**src/irq_flags_pkg.sv**
```systemverilog
// package for the metering interrupt status and enable block
// assumes an 8-bit special-function register bus on the core clock
package irq_flags_pkg;

    // ------------------------------------------------------------
    // register addresses
    // ------------------------------------------------------------
    localparam logic [7:0] ADDR_EN_LOW   = 8'hD9;
    localparam logic [7:0] ADDR_EN_MID   = 8'hDA;
    localparam logic [7:0] ADDR_EN_HIGH  = 8'hDB;
    localparam logic [7:0] ADDR_ST_LOW   = 8'hDC;
    localparam logic [7:0] ADDR_ST_MID   = 8'hDD;
    localparam logic [7:0] ADDR_ST_HIGH  = 8'hDE;

    // ------------------------------------------------------------
    // reset values and read value of unmapped addresses
    // ------------------------------------------------------------
    localparam logic [7:0] REG_RESET     = 8'h00;
    localparam logic [7:0] READ_UNMAPPED = 8'h00;

    // ------------------------------------------------------------
    // irq_status_low / irq_enable_low bit positions
    // ------------------------------------------------------------
    localparam int unsigned BIT_SUMMARY         = 7;
    localparam int unsigned BIT_FAULT_SIGN      = 5;
    localparam int unsigned BIT_REACTIVE_SIGN   = 4;
    localparam int unsigned BIT_ACTIVE_SIGN     = 3;
    localparam int unsigned BIT_APPARENT_NOLOAD = 2;
    localparam int unsigned BIT_REACTIVE_NOLOAD = 1;
    localparam int unsigned BIT_ACTIVE_NOLOAD   = 0;

    // ------------------------------------------------------------
    // irq_status_mid / irq_enable_mid bit positions
    // ------------------------------------------------------------
    localparam int unsigned BIT_PULSE_SECOND    = 7;
    localparam int unsigned BIT_PULSE_FIRST     = 6;
    localparam int unsigned BIT_APPARENT_OVF    = 5;
    localparam int unsigned BIT_REACTIVE_OVF    = 4;
    localparam int unsigned BIT_ACTIVE_OVF      = 3;
    localparam int unsigned BIT_APPARENT_HALF   = 2;
    localparam int unsigned BIT_REACTIVE_HALF   = 1;
    localparam int unsigned BIT_ACTIVE_HALF     = 0;

    // ------------------------------------------------------------
    // irq_status_high / irq_enable_high bit positions
    // ------------------------------------------------------------
    localparam int unsigned BIT_RESET_DONE      = 7;
    localparam int unsigned BIT_WAVEFORM        = 5;
    localparam int unsigned BIT_CURRENT_PEAK    = 4;
    localparam int unsigned BIT_VOLTAGE_PEAK    = 3;
    localparam int unsigned BIT_CYCLE_DONE      = 2;
    localparam int unsigned BIT_ZX_TIMEOUT      = 1;
    localparam int unsigned BIT_ZX_DETECT       = 0;

    // ------------------------------------------------------------
    // implemented bits (reserved bits read zero)
    // ------------------------------------------------------------
    localparam logic [7:0] MASK_EN_LOW      = 8'h3F;
    localparam logic [7:0] MASK_EN_MID      = 8'hFF;
    localparam logic [7:0] MASK_EN_HIGH     = 8'h3F;
    localparam logic [7:0] MASK_ST_LOW      = 8'h3F;
    localparam logic [7:0] MASK_ST_MID      = 8'hFF;
    localparam logic [7:0] MASK_ST_HIGH     = 8'hBF;
    // bits removed in variants without fault or reactive support
    localparam logic [7:0] MASK_FAULT_LOW   = 8'h20;
    localparam logic [7:0] MASK_REACT_LOW   = 8'h12;
    localparam logic [7:0] MASK_REACT_MID   = 8'h12;

endpackage : irq_flags_pkg

```
**src/energy_meter_irq_flags.sv**
```systemverilog
// interrupt status and enable registers of the metering front end
// assumes events are one-cycle pulses from the metering datapath on clk
// and a single-cycle special-function register bus from the core
//
// Notes on behaviour
// - summary flag set when enabled flag set
// - summary clears when enabled flags all clear
// - fault mode change sets low bit 5
// - active/reactive sign change set bits 3/4
// - no-load detections set low bits 0-2
// - current-rms no-load entry also sets bit 2
// - pulse events set mid bits 7/6 always
// - accumulator overflows set mid bits 5/4/3
// - accumulator half full sets mid bits 2/1/0
// - end of any reset sets high bit 7
// - new waveform samples set high bit 5
// - current/voltage peak exceed set bits 4/3
// - line-cycle accumulation end sets high bit 2
// - zero-crossing timeout sets high bit 1
// - voltage zero crossing sets high bit 0
// - same-position enable bit raises pending interrupt, except high bit 7, which has no enable bit
// - enabled pulse events raise pending interrupt
// - sign-change source selected by option bit
`timescale 1ns/1ps

module energy_meter_irq_flags #(
    parameter int unsigned HAS_FAULT    = 1,
    parameter int unsigned HAS_REACTIVE = 1
) (
    // clock and reset
    input  wire logic       clk,
    input  wire logic       sys_rst,
    // special-function register bus
    input  wire logic [7:0] sfr_addr,
    input  wire logic       sfr_wr,
    input  wire logic [7:0] sfr_wdata,
    input  wire logic       sfr_rd,
    output logic      [7:0] sfr_rdata,
    // configuration from neighbouring registers
    input  wire logic       sign_detect_source,
    // power sign levels, 1 = negative
    input  wire logic       active_power_sign,
    input  wire logic       reactive_power_sign,
    // power events, one-cycle pulses
    input  wire logic       fault_mode_change,
    input  wire logic       active_noload,
    input  wire logic       reactive_noload,
    input  wire logic       apparent_noload,
    input  wire logic       current_rms_noload_entry,
    // energy events, one-cycle pulses
    input  wire logic       pulse_out_first,
    input  wire logic       pulse_out_second,
    input  wire logic       apparent_accum_overflow,
    input  wire logic       reactive_accum_overflow,
    input  wire logic       active_accum_overflow,
    input  wire logic       apparent_accum_half,
    input  wire logic       reactive_accum_half,
    input  wire logic       active_accum_half,
    // line and waveform events, one-cycle pulses
    input  wire logic       soft_reset_done,
    input  wire logic       waveform_sample_ready,
    input  wire logic       current_peak_exceeded,
    input  wire logic       voltage_peak_exceeded,
    input  wire logic       line_cycle_accum_done,
    input  wire logic       zero_cross_timeout,
    input  wire logic       zero_cross_detect,
    // pending interrupt to the core
    output logic            metering_irq_summary
);
    import irq_flags_pkg::*;

    // ------------------------------------------------------------
    // parameter checks
    // ------------------------------------------------------------
    if (HAS_FAULT > 1) begin : g_bad_fault
        $error("HAS_FAULT must be 0 or 1");
    end
    if (HAS_REACTIVE > 1) begin : g_bad_reactive
        $error("HAS_REACTIVE must be 0 or 1");
    end

    // ------------------------------------------------------------
    // variant masks
    // ------------------------------------------------------------
    localparam logic [7:0] FAULT_CUT = (HAS_FAULT == 1) ? 8'h00 : MASK_FAULT_LOW;
    localparam logic [7:0] REACT_LOW = (HAS_REACTIVE == 1) ? 8'h00 : MASK_REACT_LOW;
    localparam logic [7:0] REACT_MID = (HAS_REACTIVE == 1) ? 8'h00 : MASK_REACT_MID;
    localparam logic [7:0] LOW_BITS  = MASK_ST_LOW & ~FAULT_CUT & ~REACT_LOW;
    localparam logic [7:0] MID_BITS  = MASK_ST_MID & ~REACT_MID;
    localparam logic [7:0] HIGH_BITS = MASK_ST_HIGH;
    localparam logic [7:0] EN_LBITS  = MASK_EN_LOW & LOW_BITS;
    localparam logic [7:0] EN_MBITS  = MASK_EN_MID & MID_BITS;
    localparam logic [7:0] EN_HBITS  = MASK_EN_HIGH;

    // ------------------------------------------------------------
    // state
    // ------------------------------------------------------------
    typedef struct packed {
        logic [7:0] en_low;
        logic [7:0] en_mid;
        logic [7:0] en_high;
        logic [7:0] st_low;
        logic [7:0] st_mid;
        logic [7:0] st_high;
        logic [7:0] rdata;
        logic       irq;
        logic       boot;
    } irq_state_type;

    irq_state_type state_ff;
    irq_state_type nxt_state;

    // ------------------------------------------------------------
    // helpers
    // ------------------------------------------------------------
    // flag register update: write of zero clears, set wins over clear
    function automatic logic [7:0] flag_update(
        input logic [7:0] old_val,
        input logic       hit,
        input logic [7:0] wdata,
        input logic [7:0] events,
        input logic [7:0] mask
    );
        logic [7:0] kept;
        kept = hit ? (old_val & wdata) : old_val;
        return (kept | events) & mask;
    endfunction

    // register read decode
    function automatic logic [7:0] read_mux(
        input irq_state_type st,
        input logic [7:0]    addr
    );
        logic [7:0] val;
        case (addr)
            ADDR_EN_LOW:  val = st.en_low;
            ADDR_EN_MID:  val = st.en_mid;
            ADDR_EN_HIGH: val = st.en_high;
            ADDR_ST_LOW:  val = st.st_low;
            ADDR_ST_MID:  val = st.st_mid;
            ADDR_ST_HIGH: val = st.st_high;
            default:      val = READ_UNMAPPED;
        endcase
        return val;
    endfunction

    // ------------------------------------------------------------
    // sign change events
    // ------------------------------------------------------------
    logic active_sign_change;
    logic reactive_sign_change;

    sign_change_detect u_sign (
        .clk                  (clk),
        .sys_rst              (sys_rst),
        .sign_detect_source   (sign_detect_source),
        .active_power_sign    (active_power_sign),
        .reactive_power_sign  (reactive_power_sign),
        .pulse_out_first      (pulse_out_first),
        .pulse_out_second     (pulse_out_second),
        .active_sign_change   (active_sign_change),
        .reactive_sign_change (reactive_sign_change)
    );

    // ------------------------------------------------------------
    // event vectors
    // ------------------------------------------------------------
    logic [7:0] ev_low;
    logic [7:0] ev_mid;
    logic [7:0] ev_high;

    always_comb begin
        ev_low                      = 8'h00;
        ev_low[BIT_FAULT_SIGN]      = fault_mode_change;
        ev_low[BIT_REACTIVE_SIGN]   = reactive_sign_change;
        ev_low[BIT_ACTIVE_SIGN]     = active_sign_change;
        ev_low[BIT_APPARENT_NOLOAD] = apparent_noload | current_rms_noload_entry;
        ev_low[BIT_REACTIVE_NOLOAD] = reactive_noload;
        ev_low[BIT_ACTIVE_NOLOAD]   = active_noload;
    end

    always_comb begin
        ev_mid                    = 8'h00;
        // set regardless of whether the pulse pin is enabled
        ev_mid[BIT_PULSE_SECOND]  = pulse_out_second;
        ev_mid[BIT_PULSE_FIRST]   = pulse_out_first;
        ev_mid[BIT_APPARENT_OVF]  = apparent_accum_overflow;
        ev_mid[BIT_REACTIVE_OVF]  = reactive_accum_overflow;
        ev_mid[BIT_ACTIVE_OVF]    = active_accum_overflow;
        ev_mid[BIT_APPARENT_HALF] = apparent_accum_half;
        ev_mid[BIT_REACTIVE_HALF] = reactive_accum_half;
        ev_mid[BIT_ACTIVE_HALF]   = active_accum_half;
    end

    always_comb begin
        ev_high                   = 8'h00;
        // hardware reset end is marked by the boot cycle
        ev_high[BIT_RESET_DONE]   = state_ff.boot | soft_reset_done;
        ev_high[BIT_WAVEFORM]     = waveform_sample_ready;
        ev_high[BIT_CURRENT_PEAK] = current_peak_exceeded;
        ev_high[BIT_VOLTAGE_PEAK] = voltage_peak_exceeded;
        ev_high[BIT_CYCLE_DONE]   = line_cycle_accum_done;
        ev_high[BIT_ZX_TIMEOUT]   = zero_cross_timeout;
        ev_high[BIT_ZX_DETECT]    = zero_cross_detect;
    end

    // ------------------------------------------------------------
    // address decode
    // ------------------------------------------------------------
    logic hit_en_low;
    logic hit_en_mid;
    logic hit_en_high;
    logic hit_st_low;
    logic hit_st_mid;
    logic hit_st_high;

    assign hit_en_low  = sfr_wr && (sfr_addr == ADDR_EN_LOW);
    assign hit_en_mid  = sfr_wr && (sfr_addr == ADDR_EN_MID);
    assign hit_en_high = sfr_wr && (sfr_addr == ADDR_EN_HIGH);
    assign hit_st_low  = sfr_wr && (sfr_addr == ADDR_ST_LOW);
    assign hit_st_mid  = sfr_wr && (sfr_addr == ADDR_ST_MID);
    assign hit_st_high = sfr_wr && (sfr_addr == ADDR_ST_HIGH);

    // ------------------------------------------------------------
    // next state
    // ------------------------------------------------------------
    logic [7:0] flags_low;
    logic       pending;

    always_comb begin
        nxt_state      = state_ff;
        nxt_state.boot = 1'b0;

        // enable registers, reserved bits dropped
        if (hit_en_low) begin
            nxt_state.en_low = sfr_wdata & EN_LBITS;
        end
        if (hit_en_mid) begin
            nxt_state.en_mid = sfr_wdata & EN_MBITS;
        end
        if (hit_en_high) begin
            nxt_state.en_high = sfr_wdata & EN_HBITS;
        end

        // status flags: sticky, cleared only by writing zero
        flags_low = flag_update(state_ff.st_low, hit_st_low, sfr_wdata,
                                ev_low, LOW_BITS);
        nxt_state.st_mid = flag_update(state_ff.st_mid, hit_st_mid, sfr_wdata,
                                       ev_mid, MID_BITS);
        nxt_state.st_high = flag_update(state_ff.st_high, hit_st_high, sfr_wdata,
                                        ev_high, HIGH_BITS);

        // summary follows the enabled flags, both ways
        pending = |(flags_low & nxt_state.en_low)
                | |(nxt_state.st_mid & nxt_state.en_mid)
                | |(nxt_state.st_high & nxt_state.en_high);
        nxt_state.st_low              = flags_low;
        nxt_state.st_low[BIT_SUMMARY] = pending;
        nxt_state.irq                 = pending;

        // read data, sampled before this cycle's update
        if (sfr_rd) begin
            nxt_state.rdata = read_mux(state_ff, sfr_addr);
        end
    end

    // ------------------------------------------------------------
    // registers
    // ------------------------------------------------------------
    always_ff @(posedge clk or posedge sys_rst) begin
        if (sys_rst) begin
            state_ff.en_low  <= REG_RESET;
            state_ff.en_mid  <= REG_RESET;
            state_ff.en_high <= REG_RESET;
            state_ff.st_low  <= REG_RESET;
            state_ff.st_mid  <= REG_RESET;
            state_ff.st_high <= REG_RESET;
            state_ff.rdata   <= REG_RESET;
            state_ff.irq     <= 1'b0;
            state_ff.boot    <= 1'b1;
        end else begin
            state_ff <= nxt_state;
        end
    end

    // ------------------------------------------------------------
    // outputs
    // ------------------------------------------------------------
    assign sfr_rdata            = state_ff.rdata;
    assign metering_irq_summary = state_ff.irq;

endmodule // energy_meter_irq_flags

```
**src/sign_change_detect.sv**
```systemverilog
// sign-change event source for active and reactive power
// assumes sign levels and pulse strobes come from logic on clk
`timescale 1ns/1ps

module sign_change_detect (
    // clock and reset
    input  wire logic clk,
    input  wire logic sys_rst,
    // configuration
    input  wire logic sign_detect_source,
    // power signs, 1 = negative
    input  wire logic active_power_sign,
    input  wire logic reactive_power_sign,
    // pulse output strobes
    input  wire logic pulse_out_first,
    input  wire logic pulse_out_second,
    // sign change events, one-cycle pulses
    output logic      active_sign_change,
    output logic      reactive_sign_change
);
    import irq_flags_pkg::*;

    typedef struct packed {
        logic filt_act;
        logic filt_rea;
        logic pulse_act;
        logic pulse_rea;
        logic seen_act;
        logic seen_rea;
        logic evt_act;
        logic evt_rea;
    } sign_state_type;

    sign_state_type state_ff;
    sign_state_type nxt_state;

    always_comb begin
        nxt_state          = state_ff;
        nxt_state.filt_act = active_power_sign;
        nxt_state.filt_rea = reactive_power_sign;
        nxt_state.evt_act  = 1'b0;
        nxt_state.evt_rea  = 1'b0;
        if (!sign_detect_source) begin
            // filtered power signal
            nxt_state.evt_act = active_power_sign != state_ff.filt_act;
            nxt_state.evt_rea = reactive_power_sign != state_ff.filt_rea;
        end
        // per-pulse: compare sign at this pulse with sign at the last one
        if (pulse_out_first) begin
            if (sign_detect_source && state_ff.seen_act) begin
                nxt_state.evt_act = active_power_sign != state_ff.pulse_act;
            end
            nxt_state.pulse_act = active_power_sign;
            nxt_state.seen_act  = 1'b1;
        end
        if (pulse_out_second) begin
            if (sign_detect_source && state_ff.seen_rea) begin
                nxt_state.evt_rea = reactive_power_sign != state_ff.pulse_rea;
            end
            nxt_state.pulse_rea = reactive_power_sign;
            nxt_state.seen_rea  = 1'b1;
        end
    end

    always_ff @(posedge clk or posedge sys_rst) begin
        if (sys_rst) begin
            state_ff <= '0;
        end else begin
            state_ff <= nxt_state;
        end
    end

    assign active_sign_change   = state_ff.evt_act;
    assign reactive_sign_change = state_ff.evt_rea;

endmodule // sign_change_detect

```
**config.mk**
```make
export PLATFORM = sky130hd
export DESIGN_NAME = energy_meter_irq_flags
export DESIGN_NICKNAME = d
export VERILOG_FILES = /design/src/irq_flags_pkg.sv /design/src/energy_meter_irq_flags.sv /design/src/sign_change_detect.sv
export SDC_FILE = /design/constraint.sdc
export NUM_CORES = 1
export LEC_CHECK = 0
export ABC_AREA = 1
export BUFFER_PORTS_ARGS = -buffer_cell sky130_fd_sc_hd__buf_4
export CAP_MARGIN = 20
export CORE_ASPECT_RATIO = 0.5
export CORE_MARGIN = 2
export CORE_UTILIZATION = 55
export DETAILED_ROUTE_END_ITERATION = 6
export PLACE_DENSITY = 0.77
export SETUP_SLACK_MARGIN = 0.4
export SLEW_MARGIN = 5
export SYNTH_ARGS = -nofsm -noshare
export SYNTH_HDL_FRONTEND = slang
export SYNTH_SLANG_ARGS = --single-unit
```
**constraint.sdc**
```tcl
create_clock -name clk -period 1.8 [get_ports clk]
set_input_delay 0.18 -clock clk [delete_from_list [all_inputs] [get_ports clk]]
set_output_delay 0.18 -clock clk [all_outputs]
set_load 0.02 [all_outputs]
```
---- Word level (Yosys, flattened, before mapping) ----
Cells that the tools add are included.
word-level totals
  register bits ........................... 64
  bits of input ports ..................... 43
  output and inout port bits .............. 9
  word-level logic and storage cells ...... 63
operators by class
  eq/ne operators ......................... 10
  mux-type cells .......................... 12
  bitwise logic cells ..................... 13
  reductions and logical operators ........ 11
operator list
  operator            count
  $eq 8x8->1 const B  6
  $pmux 8 s6          1
  $mux 8              5
  $and 8x8->8         4
  $reduce_or 8->1     3
  $or 8x8->8          2
  $and 6x8->8         1
  $logic_and 1x1->1   8
  $and 6x6->6         1
  $mux 6              1
  $or 6x6->6          1
  $mux 1              4
  $ne 1x1->1          4
  $or 1x1->1          4
  $mux 2              1

---- Longest topological paths before layout ----
Gate-level depths: netlist of the first run.
  depth after elaboration ................. 8
  depth in mapped cells ................... 13
  mapped depth without buffers ............ 13

---- Cells and area by module ----
From an unflattened synthesis of the first run, not the netlist that was laid out.
second synthesis, totals
  cells, all modules ...................... 405
  area total of the unflattened synthesis .. 3,160.5 um^2
by module, submodules not included
  module                  instances  cells each  area each (um^2)  seq. area each (um^2)
  energy_meter_irq_flags  1          362         2,813.9           1,302.5
  sign_change_detect      1          43          346.6             200.2

---- Worst setup path after synthesis of the first run ----
Ideal clock, no wire load.
  path kind ............................... input to register
  from .................................... input port sfr_addr[5]
  to ...................................... register state_ff[33] (netlist bit)
  library setup time ...................... 119 ps
  arrival ................................. 1,199 ps
  required time ........................... 1,681 ps
  setup slack ............................. 482 ps
  stages on the path ...................... 13
  path buffers ............................ 1
  cells stage by stage .................... inv_1 > nand2_1 > nor2_4 > buf_8 > nand3_4 > nand2_1 > nand3b_2 > nand2_1 > nand2_1 > nor2_1 > nand2_1 > nor2_1 > nand2_1
RTL lines
  element                 line                           source
  start: declaration      energy_meter_irq_flags.sv:34   input wire logic [7:0] sfr_addr,
  end signal: assignment  energy_meter_irq_flags.sv:282  state_ff <= nxt_state;
  end: declaration        energy_meter_irq_flags.sv:110  irq_state_type state_ff;

==> key figures, run 1 <==
Power and ir drop
  • Pwr Density: 911 mW/mm^2
  • Worst VDD drop: 809 uV
  • Sw Share: 23.5%
  • Final total power: 3.66 mW
  • Share of total power in sequential cells: 38.9%
  • Comb pwr share: 9.7%
  • NetSw: 0.862 mW
  • Clock power frac: 51.5%
  • Cell-internal power: 2.80 mW
  • Leakage: 2.08 nW

Routing
  • Vias/cell: 5.48
  • Routed WL: 8.89 mm
  • DR WL/cell: 17.0 um
  • Post-route ant nets: 0
  • Post-route DRC violation count: 0
  • Number of DRC markers in iteration 0: 302
  • Via count: 2874
  • First-pass DRT Iterations: 5

Logic synthesis
  • Post-Syn Area: 0.00314 sq mm
  • Async set or reset register ratio after synthesis: 100%
  • Prevailing post-synth register cell: dfrtp_1
  • Sequential area share after synthesis: 47.9%
  • Syn nets: 428
  • Cell variety after synth: 37
  • EDFF count, synth: 0
  • Syn avg cell area: 8.15 sq um
  • Mapped Cells: 385
  • Flops & latches, synth: 60
  • Yosys warnings: 0

STA
  • Clk_skew: 0.00527 ns
  • Hold Vio Cnt, Final: 0
  • Slew @ Worst Pin: 0.518 ns
  • Slew Limit Fails: 0
  • Fmax: 723 MHz
  • # setup viols final: 0
  • RSZ-0062 raised after global routing: true
  • Period utilisation layout: 76.9%
  • Worst rel slew slack: 65.1%
  • Min Tclk post-route: 1.38 ns

Global route
  • Vias in the first global route: 2721
  • GRT overflow: 0
  • Antenna violations before repair: 0
  • Largest net degree at the start of global routing: 46
  • First-pass GRT wire length: 14.1 mm
  • Tot GR Track Use: 29.5%

Die
  • Die height: 57.4 um
  • Die span in x: 111 um
  • Num rows: 19
  • Die area: 0.00636 sq mm
  • IO Pins: 52
  • Core area: 0.00549 sq mm
  • Initial Utilization: 57.1%

Clock network
  • CTS Buf Count: 9
  • CTS HTree Levels: 3
  • TritonCTS clock tree: done
  • Clock Latency Late Sink: 0.33 ns
  • Maximum root-to-sink buffer count: 2
  • Sinks on Clock Net: 60
  • Clock-pin slew of the registers on the worst-case setup and hold paths: 0.06 ns
  • Clock Tree Root: clkbuf_16

Run status
  • Status: completed

Critical path
  • Max FO, Critical Path: 14
  • Worst setup EP type: flip-flop
  • Worst setup SP type: input pin
  • Worst endpoint data arrival time: 1.61 ns
  • CP required: 2.02 ns
  • Kind of critical path: in -> reg
  • Reg2Reg Depth: 10

Finish
  • Most frequent cells in the layout: nand2_1 (124), buf_4 (60), dfrtp_1 (59), inv_1 (45), o21ai_1 (22)
  • Layout cells sized above 1: 25.5%
  • # nets final: 489
  • Final Non-Filler Cells: 524
  • Antenna fix cells: 0
  • Final Util: 73.2%
  • Commonest non-fill, non-tap cell in the layout: nand2_1
  • Area grow syn2layout: 28.0%

Placed design
  • Routability cong.: 0.920
  • Placed cell count: 497
  • Port Buffers: 51
  • Hpwl dp: 6.39 mm

Run
  • Max Cap Viol: 0

Worst hold path
  • Worst Hold Depth: 3
  • HP Class: in -> reg
-- synthesized netlist by cell type, types with 2 or more instances --
library cell  number  area, sq um
a21oi_1            3         15.0
buf_2              3         15.0
buf_4              9         67.6
buf_6              4         45.0
dfrtp_1           59         1480
inv_1             46          173
inv_2              4         15.0
nand2_1          126          473
nand2_2            4         25.0
nand3_1           18         90.1
nand3_2            3         30.0
nand3_4            3         52.6
nand3b_1           5         37.5
nand3b_2           2         22.5
nand4_1           11         68.8
nor2_1            20         75.1
nor2_2             4         25.0
nor2_4             2         22.5
o2111ai_1          4         35.0
o21ai_0            6         30.0
o21ai_1           21          105
o21ai_2            2         17.5
o21bai_1           6         45.0
o22a_1             3         26.3
o41ai_1            2         17.5
or2_2              3         18.8
xnor2_1            2         17.5
-- sequential cells by signal, indices dropped and copies added, names as in the netlist --
name                         flops
u_sign.active_sign_change        1
state_ff                        44
u_sign.reactive_sign_change      1
u_sign.state_ff                  6
sfr_rdata                        8
-- path summary, 6_finish.rpt --
check,startpoint,to,slack (ns)
max,sfr_addr[5],state_ff[33],0.42
min,fault_mode_change,state_ff[31],0.05
max reg2reg,state_ff[22],state_ff[33],0.48
min reg2reg,u_sign.state_ff[2],u_sign.state_ff[2],0.46
max in group asynchronous,sys_rst,state_ff[44],0.85
min in group asynchronous,sys_rst,u_sign.state_ff[7],0.40
-- logic make-up after synthesis --
group | count (synthesis) | synth area share [%]
simple gates | 202 | 30.3
buf+inv | 69 | 10.8
flops | 60 | 47.9
compound gates | 51 | 10.4
xor+xnor | 2 | 0.558
other cells | 1 | 0.120
-- worst max-delay path, cell delays in order --
cell and delay, ns:
buf_4 0.11, inv_1 0.06, nand2_2 0.06, nor2_4 0.16, buf_12 0.13, buf_12 0.12, nand3_4 0.12, nand2_2 0.09
nand3b_1 0.11, nand2_1 0.10, nand2_1 0.07, nor2_1 0.08, nand2_1 0.06, nor2_1 0.10, nand2_1 0.06
-- per-layer routing --
metal	vias to the layer above	global-route usage [%]	share of wire [%]
met4	0	7.68	0.81
met2	122	41.9	43
met3	8	10.5	10
li1	1354	-	-
met5	-	0	0
met1	1390	43.3	46
-- layout make-up --
class / count / area (sq um)
Sequential cell: 60 / 1500
Fill cell: 431 / 1470
Multi-Input combinational cell: 257 / 1350
Timing Repair Buffer: 67 / 552
Clock buffer: 10 / 239
Inverter: 51 / 198
Tap cell: 73 / 91.3
Clock inverter: 6 / 86.3
-- power by group through the flow --
stage	combinational, mW	clock (mW)	sequential [mW]
6_report	0.353	1.88	1.42
5_1_grt	0.389	1.95	1.42
4_1_cts	0.346	1.89	1.42
3_5_place_dp	0.331	0	1.44
3_3_place_gp	0.324	0	1.44
2_1_floorplan	0.196	0	1.44
-- repair_timing --
item,in CTS,in global routing
buffers inserted,4,3
pin swaps,3,3
gates resized for setup,3,8
setup endpoints to repair,1,4
hold endpoints to repair,16,0
hold buffers,3,0
gates cloned,0,1
-- per-stage QoR --
stage / instance area [sq um] / setup WS [ns] / TNS (ns) / hold WS (ns)
floorplan: 3140 / 0.482 / 0 / 0.211
global placement: 3540 / 0.00712 / 0 / 0.188
detailed placement: 3540 / -0.0166 / -0.0166 / 0.199
CTS: 3950 / 0.406 / 0 / 0.0428
global route: 4020 / 0.331 / 0 / 0.0575
finish: 4020 / 0.416 / 0 / 0.0496
No activity file was read; power rests on OpenSTA's default activity.
==> run 2: changes to the inputs <==
==> constraint.sdc (replaced) <==
create_clock -name clk -period 1.31 [get_ports clk]
set_input_delay 0.131 -clock clk [delete_from_list [all_inputs] [get_ports clk]]
set_output_delay 0.131 -clock clk [all_outputs]
set_load 0.02 [all_outputs]
==> key figures, run 2 (synthesis results as in run 1) <==
Global route
  • Largest net degree at the start of global routing: 61 (+33%)
  • First-pass GRT wire length: 15.9 mm (+13%)
  • Tot GR Track Use: 33.4% (+3.9 points)
  • GRT Max-Usage Layer: met2
  • Global Route met1 Usage: 40.0% (-3.3 points)
  • M3 GR Usage: 8.71% (-1.8 points)
  • Vias in the first global route: 3263 (+20%)
  • Antenna violations before repair: 1 (+1)
  • GRT overflow: 0 (unchanged)
  • Met2 GRT Util: 56.4% (+15 points)

STA
  • # setup viols final: 1 (+1)
  • Fmax: 639 MHz
  • Hold Vio Cnt, Final: 0 (unchanged)
  • Final WS setup: -0.255 ns (-0.671 ns)
  • Min Hold Slack: 0.00760 ns (-0.0419 ns)
  • RSZ-0062 raised after global routing: true
  • Period utilisation layout: 120%
  • Min Tclk post-route: 1.57 ns
  • Setup TNS: -0.255 ns (-0.255 ns)
  • Clk_skew: 0.00527 ns (+0.00000156 ns)
  • Slew Limit Fails: 0 (unchanged)

Critical path
  • Worst setup EP type: flip-flop
  • Reg2Reg Depth: 10 (unchanged)
  • Worst path slowest cell: dfrtp_1
  • RR Endpoint: state_ff[33]
  • R2R Path Start: state_ff[21]
  • Worst setup SP type: flip-flop
  • Worst endpoint data arrival time: 1.78 ns (+0.17 ns)
  • Worst setup endpoint: state_ff[33]
  • Max FO, Critical Path: 3 (-11)
  • CP cell instances: nand2_1 > inv_1 > nand4_1 > nand3_2 > nand2_1 > nand2_1 > nor2_2 > nand2_1 > nor2_1 > nand2_1
  • Kind of critical path: reg -> reg
  • CP startpoint: state_ff[21]
  • CP required: 1.53 ns (-0.49 ns)
  • CP dominant cell by count: nand2_1
  • Reg2Reg Setup Slack: -0.26 ns (-0.74 ns)
  • Slowest stage delay, CP: 0.43 ns (+0.27 ns)

Die
  • Num rows: 19 (unchanged)
  • Die area: 0.00636 sq mm (unchanged)
  • Initial Utilization: 57.1% (unchanged)
  • Die height: 57.4 um (unchanged)
  • Core area: 0.00549 sq mm (unchanged)
  • IO Pins: 52 (unchanged)
  • Die span in x: 111 um (unchanged)

Clock network
  • CTS Buf Count: 9 (unchanged)
  • Clock Latency Late Sink: 0.34 ns (about the same)
  • Sinks on Clock Net: 60 (unchanged)
  • Clock Tree Root: clkbuf_16
  • TritonCTS clock tree: done
  • CTS HTree Levels: 3 (unchanged)
  • Maximum root-to-sink buffer count: 2 (unchanged)
  • Clock-pin slew of the registers on the worst-case setup and hold paths: 0.05 ns (about the same)

Finish
  • Area grow syn2layout: 59.2%
  • Final Util: 91.0% (+18 points)
  • Antenna fix cells: 0 (unchanged)
  • Reg with most FFs: state_ff
  • Layout cells sized above 1: 46.0% (+21 points)
  • Design area: 0.00499 sq mm (+24%)
  • # nets final: 538 (+10%)
  • Commonest non-fill, non-tap cell in the layout: nand2_1
  • Most frequent cells in the layout: nand2_1 (106), buf_4 (76), dfrtp_1 (59), inv_1 (39), buf_6 (29)
  • Max reg flops: 44 (unchanged)

Worst hold path
  • Hold path start: pulse_out_first
  • HP Class: in -> reg

Power and ir drop
  • Share of total power in sequential cells: 38.8% (about the same)
  • Comb pwr share: 14.2% (+4.5 points)
  • NetSw: 1.33 mW (+54%)
  • Cell-internal power: 3.74 mW (+34%)
  • Clock power frac: 47.0% (-4.5 points)
  • Worst VDD drop: 1190 uV (+47%)
  • Sw Share: 26.2% (+2.6 points)
  • Pwr Density: 1020 mW/mm^2 (+12%)
  • Leakage: 2.48 nW (+19%)

Routing
  • Post-route DRC violation count: 2 (+2)
  • Post-route ant nets: 0 (unchanged)
  • Number of DRC markers in iteration 0: 554 (+83%)
  • Via count: 3696 (+29%)
  • DR WL/cell: 23.8 um (+40%)
  • First-pass DRT Iterations: 7 (+2)
  • Routed WL: 13.6 mm (+53%)
  • Vias/cell: 6.45 (+18%)

Placed design
  • Hpwl dp: 6.17 mm (-3.6%)
  • Port Buffers: 51 (unchanged)
  • Placed instance area: 0.00379 sq mm (+7.0%)
  • Pre-CTS setup slack: -0.327 ns (-0.311 ns)
  • Routability cong.: 0.928 (+0.92%)

Run
  • Max Cap Viol: 0 (unchanged)

Run status
  • Status: complete, but fails checks
  • Failing checks: DRC, setup timing
## run 2: cell count changes in the layout (fill, tap and decap cells not counted), moves of 6 or more
cell / previous run / this run
nor2_1: 19 / 9
buf_6: 1 / 29
nand3_1: 18 / 10
nand2_2: 6 / 14
nand2_1: 124 / 106
inv_1: 45 / 39
o21ai_1: 22 / 13
o21ai_2: 2 / 14
buf_4: 60 / 76
nand3_2: 1 / 9
## run 2: routing by layer
metal,wire (um),vias to the layer above
met5,0,-
met4,1240,0
met3,1900,162
met2,6000,402
met1,4500,1681
li1,-,1451
## run 2: what timing repair did
action	CTS	global route
gates cloned	1	0
endpoints found under the setup margin	27	35
pin swaps	26	26
buffers inserted	18	12
hold buffers	3	0
hold endpoints to repair	61	0
gates resized for setup	64	86
## run 2: how the worst min path moves through the flow
| stage | endpoint | slack [ns] | depth (start not counted) |
|---|---|---|---|
| after floorplan | u_sign.state_ff[6] | 0.16 | 0 |
| after global placement | state_ff[24] | 0.23 | 3 |
| after detailed placement | u_sign.state_ff[5] | 0.24 | 3 |
| after CTS | u_sign.state_ff[4] | 0.008 | 3 |
| after global routing | state_ff[20] | 0.01 | 2 |
| final | u_sign.state_ff[5] | 0.008 | 3 |
## run 2: stage by stage
| stage | total power [mW] | cells |
|---|---|---|
| 5_1_grt | 5.17 | 573 |
| 4_1_cts | 4.90 | 561 |
| 6_report | 5.07 | 573 |
| 3_5_place_dp | 2.48 | 523 |
| 2_1_floorplan | 2.25 | 385 |
| 3_3_place_gp | 2.47 | 523 |
## run 2: cell type report
type,instances,area (sq um)
clock buffers,11,243
clock inverters,5,52.6
fillers,207,497
inverters,51,258
multi-input cells,256,1750
flip-flops and latches,60,1500
well taps,73,91.3
repair buffers,117,1090
## run 2: worst max-delay path, delay by kind of cell, from the launching register on
kind,cells,cell delay [ns]
AND/OR/NAND/NOR,9,0.94
flip-flops,1,0.43
buffers and inverters,1,0.06
## run 2: power by group through the flow
stage,sequential [mW],clock (mW),combinational [mW]
5_1_grt,1.97,2.45,0.753
6_report,1.97,2.39,0.720
2_1_floorplan,1.97,0,0.278
3_3_place_gp,1.98,0,0.487
3_5_place_dp,1.98,0,0.499
4_1_cts,1.95,2.36,0.585
==> run 3: changes to the inputs <==
--- a/config.mk
+++ b/config.mk
@@ -10,9 +10,10 @@
 export CAP_MARGIN = 20
 export CORE_ASPECT_RATIO = 0.5
 export CORE_MARGIN = 2
-export CORE_UTILIZATION = 55
+export CORE_UTILIZATION = 50
 export DETAILED_ROUTE_END_ITERATION = 6
-export PLACE_DENSITY = 0.77
+export GPL_TIMING_DRIVEN = 1
+export PLACE_DENSITY = 0.71
 export SETUP_SLACK_MARGIN = 0.4
 export SLEW_MARGIN = 5
 export SYNTH_ARGS = -nofsm -noshare
==> constraint.sdc (replaced) <==
create_clock -name clk -period 1.9 [get_ports clk]
set_input_delay 0.19 -clock clk [delete_from_list [all_inputs] [get_ports clk]]
set_output_delay 0.19 -clock clk [all_outputs]
set_load 0.02 [all_outputs]
==> key figures, run 3 (synthesis results as in run 1) <==
Run status
  • Status: completed

Finish
  • Reg with most FFs: state_ff
  • # nets final: 485 (-9.9%)
  • Layout cells sized above 1: 25.3% (-21 points)
  • Most frequent cells in the layout: nand2_1 (123), dfrtp_1 (59), buf_4 (58), inv_1 (43), o21ai_1 (21)
  • Final Non-Filler Cells: 535 (-6.6%)
  • Area grow syn2layout: 25.2%
  • Antenna fix cells: 0 (unchanged)
  • Commonest non-fill, non-tap cell in the layout: nand2_1
  • Fill cells: 543 (+160%)
  • Max reg flops: 44 (unchanged)

Die
  • Die span in x: 116 um (+4.7%)
  • Die height: 60.0 um (+4.5%)
  • Core area: 0.00606 sq mm (+10%)
  • Num rows: 20 (+1)
  • IO Pins: 52 (unchanged)
  • Initial Utilization: 51.8% (-5.3 points)
  • Die area: 0.00696 sq mm (+9.5%)

Routing
  • Vias/cell: 5.33 (-17%)
  • Via count: 2853 (-23%)
  • Number of DRC markers in iteration 0: 302 (-45%)
  • First-pass DRT Iterations: 5 (-2)
  • Post-route ant nets: 0 (unchanged)
  • Routed WL: 8.90 mm (-35%)
  • DR WL/cell: 16.6 um (-30%)
  • Post-route DRC violation count: 0 (-2)

STA
  • Slew Limit Fails: 0 (unchanged)
  • RSZ-0062 raised after global routing: true
  • Period utilisation layout: 78.6%
  • Min Tclk post-route: 1.49 ns
  • Clk_skew: 0.00611 ns (+0.000838 ns)
  • Slew @ Worst Pin: 0.625 ns
  • Worst rel slew slack: 58.2%
  • # setup viols final: 0 (-1)
  • Setup TNS: 0 ns (+0.255 ns)
  • Fmax: 670 MHz
  • Hold Vio Cnt, Final: 0 (unchanged)

Clock network
  • TritonCTS clock tree: done
  • Maximum root-to-sink buffer count: 2 (unchanged)
  • CTS Buf Count: 9 (unchanged)
  • CTS HTree Levels: 3 (unchanged)
  • Sinks on Clock Net: 60 (unchanged)
  • Clock Tree Root: clkbuf_16
  • Clock Latency Late Sink: 0.33 ns (about the same)
  • Clock-pin slew of the registers on the worst-case setup and hold paths: 0.05 ns (about the same)

Placed design
  • Hpwl dp: 6.43 mm (+4.3%)
  • Placed cell count: 511 (-2.3%)
  • Routability cong.: 0.908 (-2.2%)
  • Port Buffers: 51 (unchanged)

Worst hold path
  • HP Class: in -> reg
  • Worst Hold Depth: 1 (-2)

Critical path
  • Worst endpoint data arrival time: 1.68 ns (-0.10 ns)
  • Max FO, Critical Path: 10 (+7)
  • Worst setup SP type: input pin
  • CP dominant cell by count: buf_4
  • Reg2Reg Depth: 10 (unchanged)
  • Slowest stage delay, CP: 0.44 ns (about the same)
  • Kind of critical path: in -> reg
  • Worst setup EP type: flip-flop
  • CP required: 2.09 ns (+0.56 ns)
  • Worst path slowest cell: a311oi_1
  • CP cell instances: buf_4 > nand2_1 > nor2_4 > buf_8 > buf_4 > nand2_2 > o21ai_0 > a311oi_1 > a21oi_1

Power and ir drop
  • Sw Share: 24.7% (-1.5 points)
  • NetSw: 0.778 mW (-41%)
  • Clock power frac: 46.8% (-0.2 points)
  • Leakage: 2.03 nW (-18%)
  • Share of total power in sequential cells: 42.7% (+3.9 points)
  • Comb pwr share: 10.5% (-3.7 points)
  • Cell-internal power: 2.38 mW (-37%)
  • Worst VDD drop: 580 uV (-51%)
  • Pwr Density: 803 mW/mm^2 (-21%)

Run
  • Max Cap Viol: 0 (unchanged)

Global route
  • Antenna violations before repair: 0 (-1)
  • Tot GR Track Use: 28.4% (-4.9 points)
  • Largest net degree at the start of global routing: 36 (-41%)
  • GRT overflow: 0 (unchanged)
  • First-pass GRT wire length: 14.2 mm (-11%)
  • Vias in the first global route: 2742 (-16%)
run 3: changes by cell type in the layout (fill, tap and decap cells not counted), sizes merged:
cell,change
clkbuf,+1
dlygate4sd3,-1
clkinvlp,+1
clkinv,-2
buf,-52
bufinv,-1
inv,+1
run 3: metrics by stage:
stage	worst slack (ns)	cell area [sq um]	hold slack (ns)	util, %	total power, mW
after floorplan	0.572	3140	0.221	-	1.54
after global placement	0.0919	3540	0.296	58.4	1.67
after detailed placement	0.0186	3540	0.301	58.4	1.68
after CTS	0.417	3830	0.00314	63.3	3.16
after global routing	0.380	3930	0.00475	64.9	3.28
final	0.407	3930	0.0141	64.9	3.15
run 3: metal layers:
layer,up-vias,share of wire [%],GRT usage (%)
li1,1342,-,-
met2,164,42,40.1
met3,15,12,10.3
met1,1332,45,41.5
met5,-,0,0
met4,0,1.3,7.31
run 3: repair_timing:
| action | in CTS | in global routing |
|---|---|---|
| buffers inserted | 0 | 6 |
| resized for setup | 1 | 14 |
| hold buffers | 2 | 0 |
| endpoints found under the setup margin | 1 | 2 |
| hold endpoints to repair | 25 | 0 |
| pin swaps | 0 | 8 |
run 3: worst paths after layout:
check / startpoint / endpoint / slack, ns
max: sfr_addr[6] / sfr_rdata[4] / 0.41
min: reactive_power_sign / u_sign.state_ff[6] / 0.01
max reg2reg: state_ff[25] / state_ff[33] / 0.56
min reg2reg: u_sign.state_ff[2] / u_sign.state_ff[2] / 0.46
max in group asynchronous: sys_rst / sfr_rdata[4] / 0.83
min in group asynchronous: sys_rst / u_sign.state_ff[3] / 0.50
run 3: final cells by class:
cell class	instances	area (sq um)	share of cell area, %
timing repair buffer	64	517	13.2
inverter	51	195	4.97
clock buffer	12	246	6.27
clock inverter	4	25.0	0.637
tap	88	110	2.80
sequential	60	1500	38.2
multi-input combinational	256	1330	33.9
run 3: critical path: cells and delay by family:
kind / cells / cell delay, ns
and+or+nand+nor: 3 / 0.34
buffers and inverters: 3 / 0.41
AOI/OAI and AO/OA: 3 / 0.74
run 3: power by group through the flow:
stage	Sequential (mW)	Clock, mW	Combinational, mW
after floorplan	1.36	0	0.185
after global placement	1.37	0	0.307
after detailed placement	1.37	0	0.312
after CTS	1.35	1.50	0.319
after global routing	1.35	1.57	0.364
final	1.35	1.48	0.331
